$ cat src/verilog/tmc_pkg.sv
// Package: register map, field layout and timing constants of the timer block
package tmc_pkg;
  // Documented register indices; byte address is four times the index
  localparam logic [7:0]  IDX_MATCH      = 8'h05;
  localparam logic [7:0]  IDX_COUNT      = 8'h06;
  // Own control registers, index form as well
  localparam logic [7:0]  IDX_CTRL       = 8'h10;
  localparam logic [7:0]  IDX_IRQ_STATUS = 8'h11;
  localparam logic [7:0]  IDX_IRQ_ENABLE = 8'h12;
  localparam logic [7:0]  IDX_IRQ_CLEAR  = 8'h13;
  localparam int          ADDR_W         = 12;
  // Control register field positions
  localparam int          CTRL_PSC_LSB   = 0;
  localparam int          CTRL_PSC_MSB   = 2;
  localparam int          CTRL_CLKSEL    = 3;
  localparam int          CTRL_RUN       = 4;
  localparam int          CTRL_VALID     = 5;
  localparam int          CTRL_FLAG      = 6;
  // Reset values
  localparam logic [7:0]  MATCH_RST      = 8'h00;
  localparam logic [7:0]  COUNT_RST      = 8'h00;
  localparam logic [2:0]  PSC_RST        = 3'h0;
  // Slow reference clock and system clock
  localparam int          SLOW_CLK_HZ    = 32768;
  localparam int          SYS_CLK_HZ     = 40000000;
  // Slow clock edges resolve in the system domain after this many cycles
  localparam int          SYNC_STAGES    = 2;
  localparam logic [1:0]  RESP_OKAY      = 2'b00;
  localparam logic [1:0]  RESP_SLVERR    = 2'b10;
  typedef enum logic [1:0] {
    BUS_IDLE  = 2'b00,
    BUS_WRESP = 2'b01,
    BUS_RDATA = 2'b10
  } tmc_bus_state_t;
endpackage

$ cat src/verilog/tmc_prescaler.sv
// Prescaler: divides the selected tick source by 1, 4, 16, 64, 256, 512, 1024 or 2048
module tmc_prescaler
  import tmc_pkg::*;
#(
  parameter int DIV_W = 11
) (
  // Clock and reset
  input  wire logic       aclk,
  input  wire logic       aresetn,
  // Tick source and selection
  input  wire logic       src_tick,
  input  wire logic       run,
  input  wire logic [2:0] psc_sel,
  // Divided tick
  output logic            tick_out
);
  logic [DIV_W-1:0] div_q;
  logic [DIV_W-1:0] limit;

  always_comb begin
    case (psc_sel)
      3'h0:    limit = DIV_W'(0);
      3'h1:    limit = DIV_W'(3);
      3'h2:    limit = DIV_W'(15);
      3'h3:    limit = DIV_W'(63);
      3'h4:    limit = DIV_W'(255);
      3'h5:    limit = DIV_W'(511);
      3'h6:    limit = DIV_W'(1023);
      default: limit = DIV_W'(2047);
    endcase
  end

  // Divider is held in reset while stopped so restart phase is known
  always_ff @(posedge aclk) begin
    if (!aresetn || !run) begin
      div_q    <= '0;
      tick_out <= 1'b0;
    end else if (src_tick) begin
      if (div_q >= limit) begin
        div_q    <= '0;
        tick_out <= 1'b1;
      end else begin
        div_q    <= div_q + DIV_W'(1);
        tick_out <= 1'b0;
      end
    end else begin
      tick_out <= 1'b0;
    end
  end
endmodule

$ cat src/verilog/tmc_timer.sv
// Timer top: match and count registers, control, interrupt, AXI4-Lite slave
//
// The AXI4-Lite slave port was decided locally.
module tmc_timer
  import tmc_pkg::*;
(
  // Clock and reset
  input  wire logic        aclk,
  input  wire logic        aresetn,
  // Slow reference clock pin, asynchronous
  input  wire logic        slow_clk_pin,
  // AXI4-Lite write address
  input  wire logic        s_axi_awvalid,
  output logic             s_axi_awready,
  input  wire logic [11:0] s_axi_awaddr,
  input  wire logic [2:0]  s_axi_awprot,
  // AXI4-Lite write data
  input  wire logic        s_axi_wvalid,
  output logic             s_axi_wready,
  input  wire logic [31:0] s_axi_wdata,
  input  wire logic [3:0]  s_axi_wstrb,
  // AXI4-Lite write response
  output logic             s_axi_bvalid,
  input  wire logic        s_axi_bready,
  output logic [1:0]       s_axi_bresp,
  // AXI4-Lite read address
  input  wire logic        s_axi_arvalid,
  output logic             s_axi_arready,
  input  wire logic [11:0] s_axi_araddr,
  input  wire logic [2:0]  s_axi_arprot,
  // AXI4-Lite read data
  output logic             s_axi_rvalid,
  input  wire logic        s_axi_rready,
  output logic [31:0]      s_axi_rdata,
  output logic [1:0]       s_axi_rresp,
  // Interrupt
  output logic             irq
);

  function automatic logic [7:0] reg_index(input logic [11:0] addr);
    return addr[9:2];
  endfunction

  function automatic logic addr_known(input logic [11:0] addr);
    logic [7:0] i;
    i = reg_index(addr);
    return (addr[1:0] == 2'b00) && (addr[11:10] == 2'b00) &&
           (i == IDX_MATCH || i == IDX_COUNT || i == IDX_CTRL ||
            i == IDX_IRQ_STATUS || i == IDX_IRQ_ENABLE || i == IDX_IRQ_CLEAR);
  endfunction

  ////////////////////////////////////////////////////////////////////////////
  // Registers and state
  tmc_bus_state_t bus_q;
  logic           aw_got_q;
  logic           w_got_q;
  logic [11:0]    awaddr_q;
  logic [31:0]    wdata_q;
  logic [3:0]     wstrb_q;
  logic [7:0]     match_q;
  logic [7:0]     count_q;
  logic [2:0]     psc_q;
  logic           clksel_q;
  logic           run_q;
  logic           valid_q;
  logic           flag_q;
  logic           flag_en_q;
  logic [2:0]     slow_sync_q;
  logic           slow_tick;
  logic           src_tick;
  logic           tick;
  logic           wr_fire;
  logic           wr_lane0;
  logic [7:0]     wr_idx;
  logic           match_hit;

  ////////////////////////////////////////////////////////////////////////////
  // Slow clock is sampled as a pin; stages two and three feed the edge detector
  always_ff @(posedge aclk) begin
    if (!aresetn) begin
      slow_sync_q <= 3'b000;
    end else begin
      slow_sync_q <= {slow_sync_q[1:0], slow_clk_pin};
    end
  end
  // Third stage only remembers the previous settled level for edge detection
  assign slow_tick = slow_sync_q[1] & ~slow_sync_q[2];
  assign src_tick  = clksel_q ? slow_tick : 1'b1;

  tmc_prescaler #(
    .DIV_W (11)
  ) u_psc (
    .aclk     (aclk),
    .aresetn  (aresetn),
    .src_tick (src_tick),
    .run      (run_q),
    .psc_sel  (psc_q),
    .tick_out (tick)
  );

  ////////////////////////////////////////////////////////////////////////////
  // AXI4-Lite slave; one write and one read in turn, a write whose address or data is already taken goes first
  assign wr_fire  = (bus_q == BUS_IDLE) && aw_got_q && w_got_q;
  assign wr_lane0 = wstrb_q[0];
  assign wr_idx   = reg_index(awaddr_q);

  always_ff @(posedge aclk) begin
    if (!aresetn) begin
      bus_q         <= BUS_IDLE;
      aw_got_q      <= 1'b0;
      w_got_q       <= 1'b0;
      awaddr_q      <= '0;
      wdata_q       <= '0;
      wstrb_q       <= '0;
      s_axi_awready <= 1'b0;
      s_axi_wready  <= 1'b0;
      s_axi_bvalid  <= 1'b0;
      s_axi_bresp   <= RESP_OKAY;
      s_axi_arready <= 1'b0;
      s_axi_rvalid  <= 1'b0;
      s_axi_rdata   <= '0;
      s_axi_rresp   <= RESP_OKAY;
    end else begin
      s_axi_awready <= 1'b0;
      s_axi_wready  <= 1'b0;
      s_axi_arready <= 1'b0;
      case (bus_q)
        BUS_IDLE: begin
          if (s_axi_awvalid && !aw_got_q && !s_axi_awready) begin
            s_axi_awready <= 1'b1;
            aw_got_q      <= 1'b1;
            awaddr_q      <= s_axi_awaddr;
          end
          if (s_axi_wvalid && !w_got_q && !s_axi_wready) begin
            s_axi_wready <= 1'b1;
            w_got_q      <= 1'b1;
            wdata_q      <= s_axi_wdata;
            wstrb_q      <= s_axi_wstrb;
          end
          if (wr_fire) begin
            aw_got_q     <= 1'b0;
            w_got_q      <= 1'b0;
            s_axi_bvalid <= 1'b1;
            s_axi_bresp  <= addr_known(awaddr_q) ? RESP_OKAY : RESP_SLVERR;
            bus_q        <= BUS_WRESP;
          end else if (s_axi_arvalid && !aw_got_q && !w_got_q) begin
            s_axi_arready <= 1'b1;
            s_axi_rvalid  <= 1'b1;
            s_axi_rresp   <= addr_known(s_axi_araddr) ? RESP_OKAY : RESP_SLVERR;
            case (reg_index(s_axi_araddr))
              IDX_MATCH: s_axi_rdata <= {24'h00_0000, match_q};
              // Slow clock count is unstable until software marks it valid
              IDX_COUNT: s_axi_rdata <= (clksel_q && !valid_q) ? 32'h0000_0000 :
                                        {24'h00_0000, count_q};
              IDX_CTRL: s_axi_rdata <= {25'h000_0000, flag_q, valid_q, run_q,
                                        clksel_q, psc_q};
              IDX_IRQ_STATUS: s_axi_rdata <= {31'h0000_0000, flag_q};
              IDX_IRQ_ENABLE: s_axi_rdata <= {31'h0000_0000, flag_en_q};
              default: s_axi_rdata <= 32'h0000_0000;
            endcase
            if (!addr_known(s_axi_araddr)) begin
              s_axi_rdata <= 32'h0000_0000;
            end
            bus_q <= BUS_RDATA;
          end
        end
        BUS_WRESP: begin
          if (s_axi_bready) begin
            s_axi_bvalid <= 1'b0;
            bus_q        <= BUS_IDLE;
          end
        end
        BUS_RDATA: begin
          if (s_axi_rready) begin
            s_axi_rvalid <= 1'b0;
            bus_q        <= BUS_IDLE;
          end
        end
        default: bus_q <= BUS_IDLE;
      endcase
    end
  end

  ////////////////////////////////////////////////////////////////////////////
  // Control register; select and prescaler only change while stopped
  always_ff @(posedge aclk) begin
    if (!aresetn) begin
      psc_q     <= PSC_RST;
      clksel_q  <= 1'b0;
      run_q     <= 1'b0;
      valid_q   <= 1'b0;
      flag_en_q <= 1'b0;
    end else if (wr_fire && wr_lane0) begin
      if (wr_idx == IDX_CTRL) begin
        run_q   <= wdata_q[CTRL_RUN];
        valid_q <= wdata_q[CTRL_VALID];
        if (!run_q) begin
          psc_q    <= wdata_q[CTRL_PSC_MSB:CTRL_PSC_LSB];
          clksel_q <= wdata_q[CTRL_CLKSEL];
        end
      end
      if (wr_idx == IDX_IRQ_ENABLE) begin
        flag_en_q <= wdata_q[0];
      end
    end
  end

  ////////////////////////////////////////////////////////////////////////////
  // Match value register
  always_ff @(posedge aclk) begin
    if (!aresetn) begin
      match_q <= MATCH_RST;
    end else if (wr_fire && wr_lane0 && wr_idx == IDX_MATCH && !clksel_q) begin
      match_q <= wdata_q[7:0];
    end
  end

  ////////////////////////////////////////////////////////////////////////////
  // Counter; software load wins over a tick in the same cycle
  assign match_hit = (count_q == match_q);

  always_ff @(posedge aclk) begin
    if (!aresetn) begin
      count_q <= COUNT_RST;
    end else if (wr_fire && wr_lane0 && wr_idx == IDX_COUNT && !clksel_q) begin
      count_q <= wdata_q[7:0];
    end else if (run_q && tick) begin
      count_q <= match_hit ? 8'h00 : count_q + 8'h01;
    end
  end

  ////////////////////////////////////////////////////////////////////////////
  // Sticky flag; a set in the clear cycle wins
  always_ff @(posedge aclk) begin
    if (!aresetn) begin
      flag_q <= 1'b0;
    end else if (run_q && tick && match_hit) begin
      flag_q <= 1'b1;
    end else if (wr_fire && wr_lane0 && wr_idx == IDX_IRQ_CLEAR && wdata_q[0]) begin
      flag_q <= 1'b0;
    end else if (wr_fire && wr_lane0 && wr_idx == IDX_CTRL && !wdata_q[CTRL_FLAG]) begin
      flag_q <= 1'b0;
    end
  end

  always_ff @(posedge aclk) begin
    if (!aresetn) begin
      irq <= 1'b0;
    end else begin
      // Set cycle is folded in so the line rises with the flag, not a cycle later
      irq <= (flag_q | (run_q & tick & match_hit)) & flag_en_q;
    end
  end

  ////////////////////////////////////////////////////////////////////////////
  // Checks
  a_match_locked: assert property (@(posedge aclk) disable iff (!aresetn)
    clksel_q |=> $stable(match_q))
    else $error("match value changed while slow clock selected");
  // A tick may still move the count under the slow source, so only writes are screened
  a_count_locked: assert property (@(posedge aclk) disable iff (!aresetn)
    (clksel_q && wr_fire && wr_idx == IDX_COUNT && !(run_q && tick)) |=> $stable(count_q))
    else $error("count write taken while slow clock selected");
  a_count_halt: assert property (@(posedge aclk) disable iff (!aresetn)
    (!run_q && !(wr_fire && wr_idx == IDX_COUNT)) |=> $stable(count_q))
    else $error("count moved while stopped");
  a_wrap_zero: assert property (@(posedge aclk) disable iff (!aresetn)
    (run_q && tick && match_hit && !wr_fire) |=> (count_q == 8'h00) && flag_q)
    else $error("count did not wrap on match");
  a_flag_sticky: assert property (@(posedge aclk) disable iff (!aresetn)
    (flag_q && !wr_fire) |=> flag_q)
    else $error("flag dropped without software clear");
  a_step_one: assert property (@(posedge aclk) disable iff (!aresetn)
    (run_q && tick && !match_hit && !wr_fire) |=> count_q == $past(count_q) + 8'h01)
    else $error("count did not step by one");
  a_reset_clear: assert property (@(posedge aclk)
    !aresetn |=> (match_q == 8'h00) && (count_q == 8'h00))
    else $error("registers not cleared by reset");
  a_count_load: assert property (@(posedge aclk) disable iff (!aresetn)
    (wr_fire && wr_lane0 && wr_idx == IDX_COUNT && !clksel_q)
      |=> count_q == $past(wdata_q[7:0]))
    else $error("count write not loaded");
  a_read_hidden: assert property (@(posedge aclk) disable iff (!aresetn)
    (bus_q == BUS_IDLE && !wr_fire && s_axi_arvalid && !aw_got_q && !w_got_q &&
     addr_known(s_axi_araddr) && reg_index(s_axi_araddr) == IDX_COUNT &&
     clksel_q && !valid_q)
      |=> s_axi_rvalid && s_axi_rdata == 32'h0000_0000)
    else $error("invalid slow count not masked");
  a_irq_level: assert property (@(posedge aclk) disable iff (!aresetn)
    (flag_q && flag_en_q) |=> irq)
    else $error("enabled flag did not raise interrupt");
  // A ready held over two cycles would take one address twice
  a_awready_pulse: assert property (@(posedge aclk) disable iff (!aresetn)
    s_axi_awready |=> !s_axi_awready)
    else $error("write address ready held for more than one cycle");
endmodule
$ cat config.mk
export PLATFORM = sky130hd
export DESIGN_NAME = tmc_timer
export DESIGN_NICKNAME = d
export VERILOG_FILES = /design/src/verilog/tmc_pkg.sv /design/src/verilog/tmc_prescaler.sv /design/src/verilog/tmc_timer.sv
export SDC_FILE = /design/constraint.sdc
export NUM_CORES = 1
export LEC_CHECK = 0
export ABC_CLOCK_PERIOD_IN_PS = 2880
export BUFFER_PORTS_ARGS = -buffer_cell sky130_fd_sc_hd__buf_4
export CAP_MARGIN = 40
export CORE_MARGIN = 1.5
export CORE_UTILIZATION = 30
export DETAILED_ROUTE_END_ITERATION = 8
export GPL_TIMING_DRIVEN = 0
export PLACE_DENSITY = 0.5
export SLEW_MARGIN = 15
export SYNTH_ARGS = -nofsm -noshare
export SYNTH_HDL_FRONTEND = slang
export SYNTH_SLANG_ARGS = --single-unit
$ cat constraint.sdc
create_clock -name aclk -period 2.88 [get_ports aclk]
set_input_delay 0.144 -clock aclk [delete_from_list [all_inputs] [get_ports aclk]]
set_output_delay 0.144 -clock aclk [all_outputs]
set_load 0.05 [all_outputs]
==> results.cfg, run 1 <==
[global_routing]
grt_pass1_wl_mm = 16.61
antenna_found_initial = 0
grt_pass1_vias = 3248
grt_use_total_pct = 14.42
grt_overflow = 0
grt_max_degree = 13

[yosys]
yosysTopAreaCellShare_pct = 37.84
synth_ff_type = dfxtp_1
seq_area_frac_synth_pct = 37.84
synth_edf_count = 0
async_flop_share_pct = 0
ys_warn_count = 0
synth.distinct_cells = 56
synth_top_cells_by_area = dfxtp_1 38%, mux2i_1 8.7%, nor2b_1 6.4%, buf_4 4.8%, ha_1 3.8%
yosysTopAreaCell = dfxtp_1
yosys_register_bits = 80
netlist_instances = 471
syn_area_um2 = 4233
syn_avg_cell_area_um2 = 8.987

[routing]
viasPerCell = 4.766
wl_per_cell_um = 13.75
firstDrtPassIters = 4
route.detailed.drc = 0
vias = 3565
dr.first_iter.drc_count = 141
ant_nets = 0
wirelength_mm = 10.28

[die]
fp.dieW_um = 121.8
std_cell_rows = 43
die_y_um = 121.8
die_area_um2 = 14830
start_util_pct = 30.61
fp.coreArea_um2 = 13830
io_pins = 116

[finish]
diodes = 0
fin_nets = 650
final_cell_mix = 82 x buf_4, 80 x dfxtp_1, 43 x nor2b_1
fin_area_um2 = 5290
fillerInstances = 1424
final_common_cell = buf_4
drive_gt1_share_pct = 18.84
syn2layout_area_growth_pct = 24.98
fin_util_pct = 38.26

[clocking]
worstSkewPairLatency_ps = 340
cts_max_level = 3
clock-root-buffer = clkbuf_16
numCtsBuffers = 9
cts_tree = done
path_clk_slew_ps = 60
cts_buffer_depth = 2
cts.sinks = 80
cts_setup_buffers = 0

[power]
cellPowerDensity_nw_per_um2 = 535.6
max-vdd-ir-drop_uv = 282.2
p_leak_nw = 2.089
p_sw_share_pct = 25.76
power_frac_comb_pct = 14.4
clockPowerShare_pct = 43.3
power_frac_seq_pct = 42.3
finalPower_w = 0.002833
switchingPower_w = 0.0007297
p_int_w = 0.002103

[placed_design]
place_congestion = 0.8291
hpwl_mm = 7.927
placed_cell_area_um2 = 4965
numPortBuffers = 55

[setup_path]
worst_ep_arrival_time_ps = 2760
endpoint_kind = flip-flop
crit_type = reg -> reg
critPathRequiredTime_ps = 3160
cp-start-kind = flip-flop
cp_max_fo = 8

[timing]
worst_pin_slew_ps = 815.5
period_share_pct = 86.09
setup_tns_ps = 0
rsz0062_at_grt = no
finalHoldViolCount = 0
max_freq_mhz = 403.3
slew_headroom_pct = 45.22
setup_viol = 0
maxSlewViolCount = 0
holdWs_ps = 64.05
clock_skew_ps = 7.464
fin_crit_ps = 2479

[job]
cap_violations = 0

[min_path]
holdCritPathClass = in -> reg

[outcome]
status = completed
-- per-stage QoR --
stage          instances  setup slack (ps)
3_5_place_dp         731             412.0
2_1_floorplan        496             642.9
4_1_cts              748             390.0
6_report             748             400.6
3_3_place_gp         731             411.2
5_1_grt              748             110.4
-- synthesized netlist by cell type, types with 4 or more instances --
cell type and number:
nand3_1 11, a211oi_1 5, mux2i_1 37, ha_1 13, nand2_1 39, clkbuf_1 18
nor3_1 5, xor2_1 13, and2_1 10, a21oi_1 25, nand4_1 9, o211a_1 6
nand2b_1 7, nand4b_1 6, nor4_1 5, nor2b_1 43, dfxtp_1 80, inv_1 4
nor2_1 25, o21ai_0 20, o21a_1 6, buf_4 27
-- power groups by stage --
stage / Combinational [W] / Sequential [W] / Clock [W]
floorplan: 0.000275 / 0.00124 / 0
global placement: 0.000404 / 0.00122 / 0
detailed placement: 0.000409 / 0.00123 / 0
CTS: 0.000411 / 0.00120 / 0.00126
global route: 0.000441 / 0.00121 / 0.00129
finish: 0.000407 / 0.00120 / 0.00123
-- flip-flops by register name, indices dropped and copies added (netlist names), 3 cells and up --
register     count
count_q          8
awaddr_q        12
match_q          8
psc_q            3
slow_sync_q      3
s_axi_rdata      8
u_psc.div_q     11
wdata_q          8
-- metal layers --
layer / GRT usage [%] / vias to the layer above / wire [µm]
met1: 18.44 / 1639 / 4776
met4: 4.559 / 0 / 146
met5: 0 / - / 0
met2: 23.84 / 100 / 4812
li1: - / 1813 / -
met3: 3.558 / 13 / 548
-- area by class of cell --
class	instances	area (µm²)	share of cell area, %
timing repair buffer	56	422.9	7.994
clock inverter	3	65.06	1.230
tap	180	225.2	4.257
clock buffer	13	250.2	4.730
sequential	80	1602	30.27
buffer	48	284.0	5.369
multi-input combinational	364	2426	45.86
inverter	4	15.01	0.2838
-- kinds of logic (layout without fill, tap and decap cells) --
kind of cell	after synthesis	after routing	synth area share, %
simple gates	187	187	25.95
buf+inv	52	124	7.064
xor+xnor	16	16	3.311
mux	38	38	9.016
fa+ha+maj	13	13	3.843
other cells	1	26	0.08859
flops	80	80	37.84
compound gates	84	84	12.89
-- critical path, cell delays in order (launching register included) --
cell and delay, ps:
dfxtp_1 370, or3_1 410, ha_1 270, nand2b_1 130
a2111o_1 420, a211oi_2 370, o21bai_1 280, nor2_1 160
-- path summary, 6_finish.rpt --
path                                   from                     endpoint  slack [ps]  cells past startpoint
hold / removal             s_axi_awaddr[10]    awaddr_q[10]$_SDFFE_PN0P_          60                      3
hold reg to reg   slow_sync_q[0]$_SDFF_PN0_    slow_sync_q[1]$_SDFF_PN0_         440                      1
setup reg to reg      psc_q[2]$_SDFFE_PN0P_  u_psc.div_q[7]$_SDFFE_PP0N_         400                      7
setup / recovery      psc_q[2]$_SDFFE_PN0P_  u_psc.div_q[7]$_SDFFE_PP0N_         400                      7
-- what timing repair did --
action,in CTS,in global routing
hold endpoints to repair,1,0
hold buffers,1,0
resized for setup,0,0
(Power assumes the default switching activity.)
==> inputs of run 2 (changes only) <==
--- a/config.mk
+++ b/config.mk
@@ -10,6 +10,7 @@
 export CAP_MARGIN = 40
 export CORE_MARGIN = 1.5
 export CORE_UTILIZATION = 30
+export CTS_BUF_LIST = sky130_fd_sc_hd__clkbuf_2
 export DETAILED_ROUTE_END_ITERATION = 8
 export GPL_TIMING_DRIVEN = 0
 export PLACE_DENSITY = 0.5
==> run 2 against run 1 <==
Effect of this change: global-route usage grew 0.20 points; maximum frequency shrank 0.72%; die area is the same; critical path type unchanged; setup slack lost 18 ps; first-iteration DRC count grew 1.4%; final area grew 2.0%; sequential power is essentially flat; flip-flop and latch count is the same; final cell count grew 3.9%.
==> results.cfg, run 2 (same netlist as run 1, synthesis figures left out) <==
[routing]
firstDrtPassIters = 4
dr.first_iter.drc_count = 143
viasPerCell = 4.674
wirelength_mm = 10.42
route.detailed.drc = 0
wl_per_cell_um = 13.40
vias = 3632
ant_nets = 0

[global_routing]
grt_pass1_wl_mm = 16.93
grt_use_total_pct = 14.62
grt_max_degree = 13
grt_overflow = 0
grt_pass1_vias = 3365
antenna_found_initial = 0

[outcome]
status = completed

[timing]
setup_viol = 0
maxSlewViolCount = 0
clock_skew_ps = 35.81
finalHoldViolCount = 0
rsz0062_at_grt = no
slew_headroom_pct = 46.23
max_freq_mhz = 400.4
fin_crit_ps = 2497
holdWs_ps = 41.13
setup_tns_ps = 0
worst_pin_slew_ps = 800.6
period_share_pct = 86.71

[die]
std_cell_rows = 43
die_area_um2 = 14830
io_pins = 116
fp.dieW_um = 121.8
start_util_pct = 30.61
die_y_um = 121.8
fp.coreArea_um2 = 13830

[finish]
reg_top3 = awaddr_q (12), u_psc.div_q (11)
largest-register = awaddr_q
diodes = 0
fillerInstances = 1431
final_cell_mix = 82 x buf_4, 80 x dfxtp_1, 43 x nor2b_1
drive_gt1_share_pct = 18.26
largest_reg_flops = 12
final_common_cell = buf_4
syn2layout_area_growth_pct = 27.43
fin_nets = 679
final_cells = 777

[job]
cap_violations = 0

[setup_path]
reg2reg_to = u_psc.div_q[7]$_SDFFE_PP0N_
r2r_cells = 7
cp_max_fo = 8
cp-start-kind = flip-flop
worst_ep_arrival_time_ps = 3010
endpoint_kind = flip-flop
reg2reg_from = psc_q[2]$_SDFFE_PN0P_
critPathRequiredTime_ps = 3390
rrSetupSlack_ps = 380
crit_type = reg -> reg
startpoint = psc_q[2]$_SDFFE_PN0P_

[clocking]
worstSkewPairLatency_ps = 570
clock-root-buffer = clkbuf_2
cts.sinks = 80
cts_resized = 0
cts_buffer_depth = 2
cts_max_level = 3
path_clk_slew_ps = 230
numCtsBuffers = 9
cts_tree = done

[placed_design]
numPortBuffers = 55
place_congestion = 0.8291
dp.cells = 731
hpwl_mm = 7.927

[min_path]
worstHoldStart = s_axi_wvalid
holdCritPathClass = in -> reg
holdPathStages = 4
min_to = wstrb_q[0]$_SDFFE_PN0P_

[power]
max-vdd-ir-drop_uv = 172.9
p_leak_nw = 2.143
cellPowerDensity_nw_per_um2 = 431.5
-- run 2: cell count changes in the layout (fill, tap and decap cells not counted), sizes merged --
| cell | before | now |
|---|---|---|
| dlygate4sd3 | 1 | 30 |
| clkinv | 1 | 2 |
| clkbuf | 31 | 30 |
-- run 2: critical path, cell delays in order, from the launching register on --
cell	delay [ps]
dfxtp_1	410
or3_1	410
ha_1	270
nand2b_1	130
a2111o_1	410
a211oi_2	360
o21bai_1	280
nor2_1	170
-- run 2: worst max-delay path by stage --
stage	cells past startpoint	slack [ps]	endpoint
after floorplan	7	640	u_psc.div_q[10]$_SDFFE_PP0N_
after global placement	7	410	u_psc.div_q[8]$_SDFFE_PP0N_
after detailed placement	7	410	u_psc.div_q[7]$_SDFFE_PP0N_
after CTS	7	360	u_psc.div_q[7]$_SDFFE_PP0N_
after global routing	7	80	u_psc.div_q[7]$_SDFFE_PP0N_
final	7	380	u_psc.div_q[7]$_SDFFE_PP0N_
-- run 2: report_power, final --
group          switching [W]  internal, W  leakage (nW)
Sequential         0.0000469      0.00115         0.649
Combinational       0.000245     0.000194          1.41
Clock               0.000392     0.000294        0.0836
Total               0.000684      0.00164          2.14
-- run 2: metrics by stage --
| stage | instance area [µm²] | power [W] | util [%] | setup slack [ps] |
|---|---|---|---|---|
| floorplan | 4327 | 0.001519 | - | 642.9 |
| global placement | 4965 | 0.001629 | 35.91 | 411.2 |
| detailed placement | 4965 | 0.001634 | 35.91 | 412.0 |
| CTS | 5394 | 0.002362 | 39.01 | 355.8 |
| global route | 5394 | 0.002436 | 39.01 | 81.29 |
| finish | 5394 | 0.002327 | 39.01 | 382.8 |
-- run 2: cell type report --
| cell class | count | area [µm²] | share of cell area, % |
|---|---|---|---|
| tap | 180 | 225.2 | 4.175 |
| timing repair buffer | 85 | 713.2 | 13.22 |
| inverter | 4 | 15.01 | 0.2784 |
| clock inverter | 4 | 68.82 | 1.276 |
| buffer | 48 | 284.0 | 5.266 |
| clock buffer | 12 | 60.06 | 1.113 |
| multi-input combinational | 364 | 2426 | 44.98 |
| sequential | 80 | 1602 | 29.69 |
-- run 2: routing by layer --
layer,part of all wire (%),vias up,track usage [%]
met2,47,85,24.37
met1,47,1664,18.58
met5,0,-,0
li1,-,1869,-
met4,1.4,0,3.971
met3,4.6,14,3.933
-- run 2: timing repair --
action	4_1_cts	5_1_grt
setup buffers	0	0
hold endpoints to repair	30	0
hold buffers	30	0
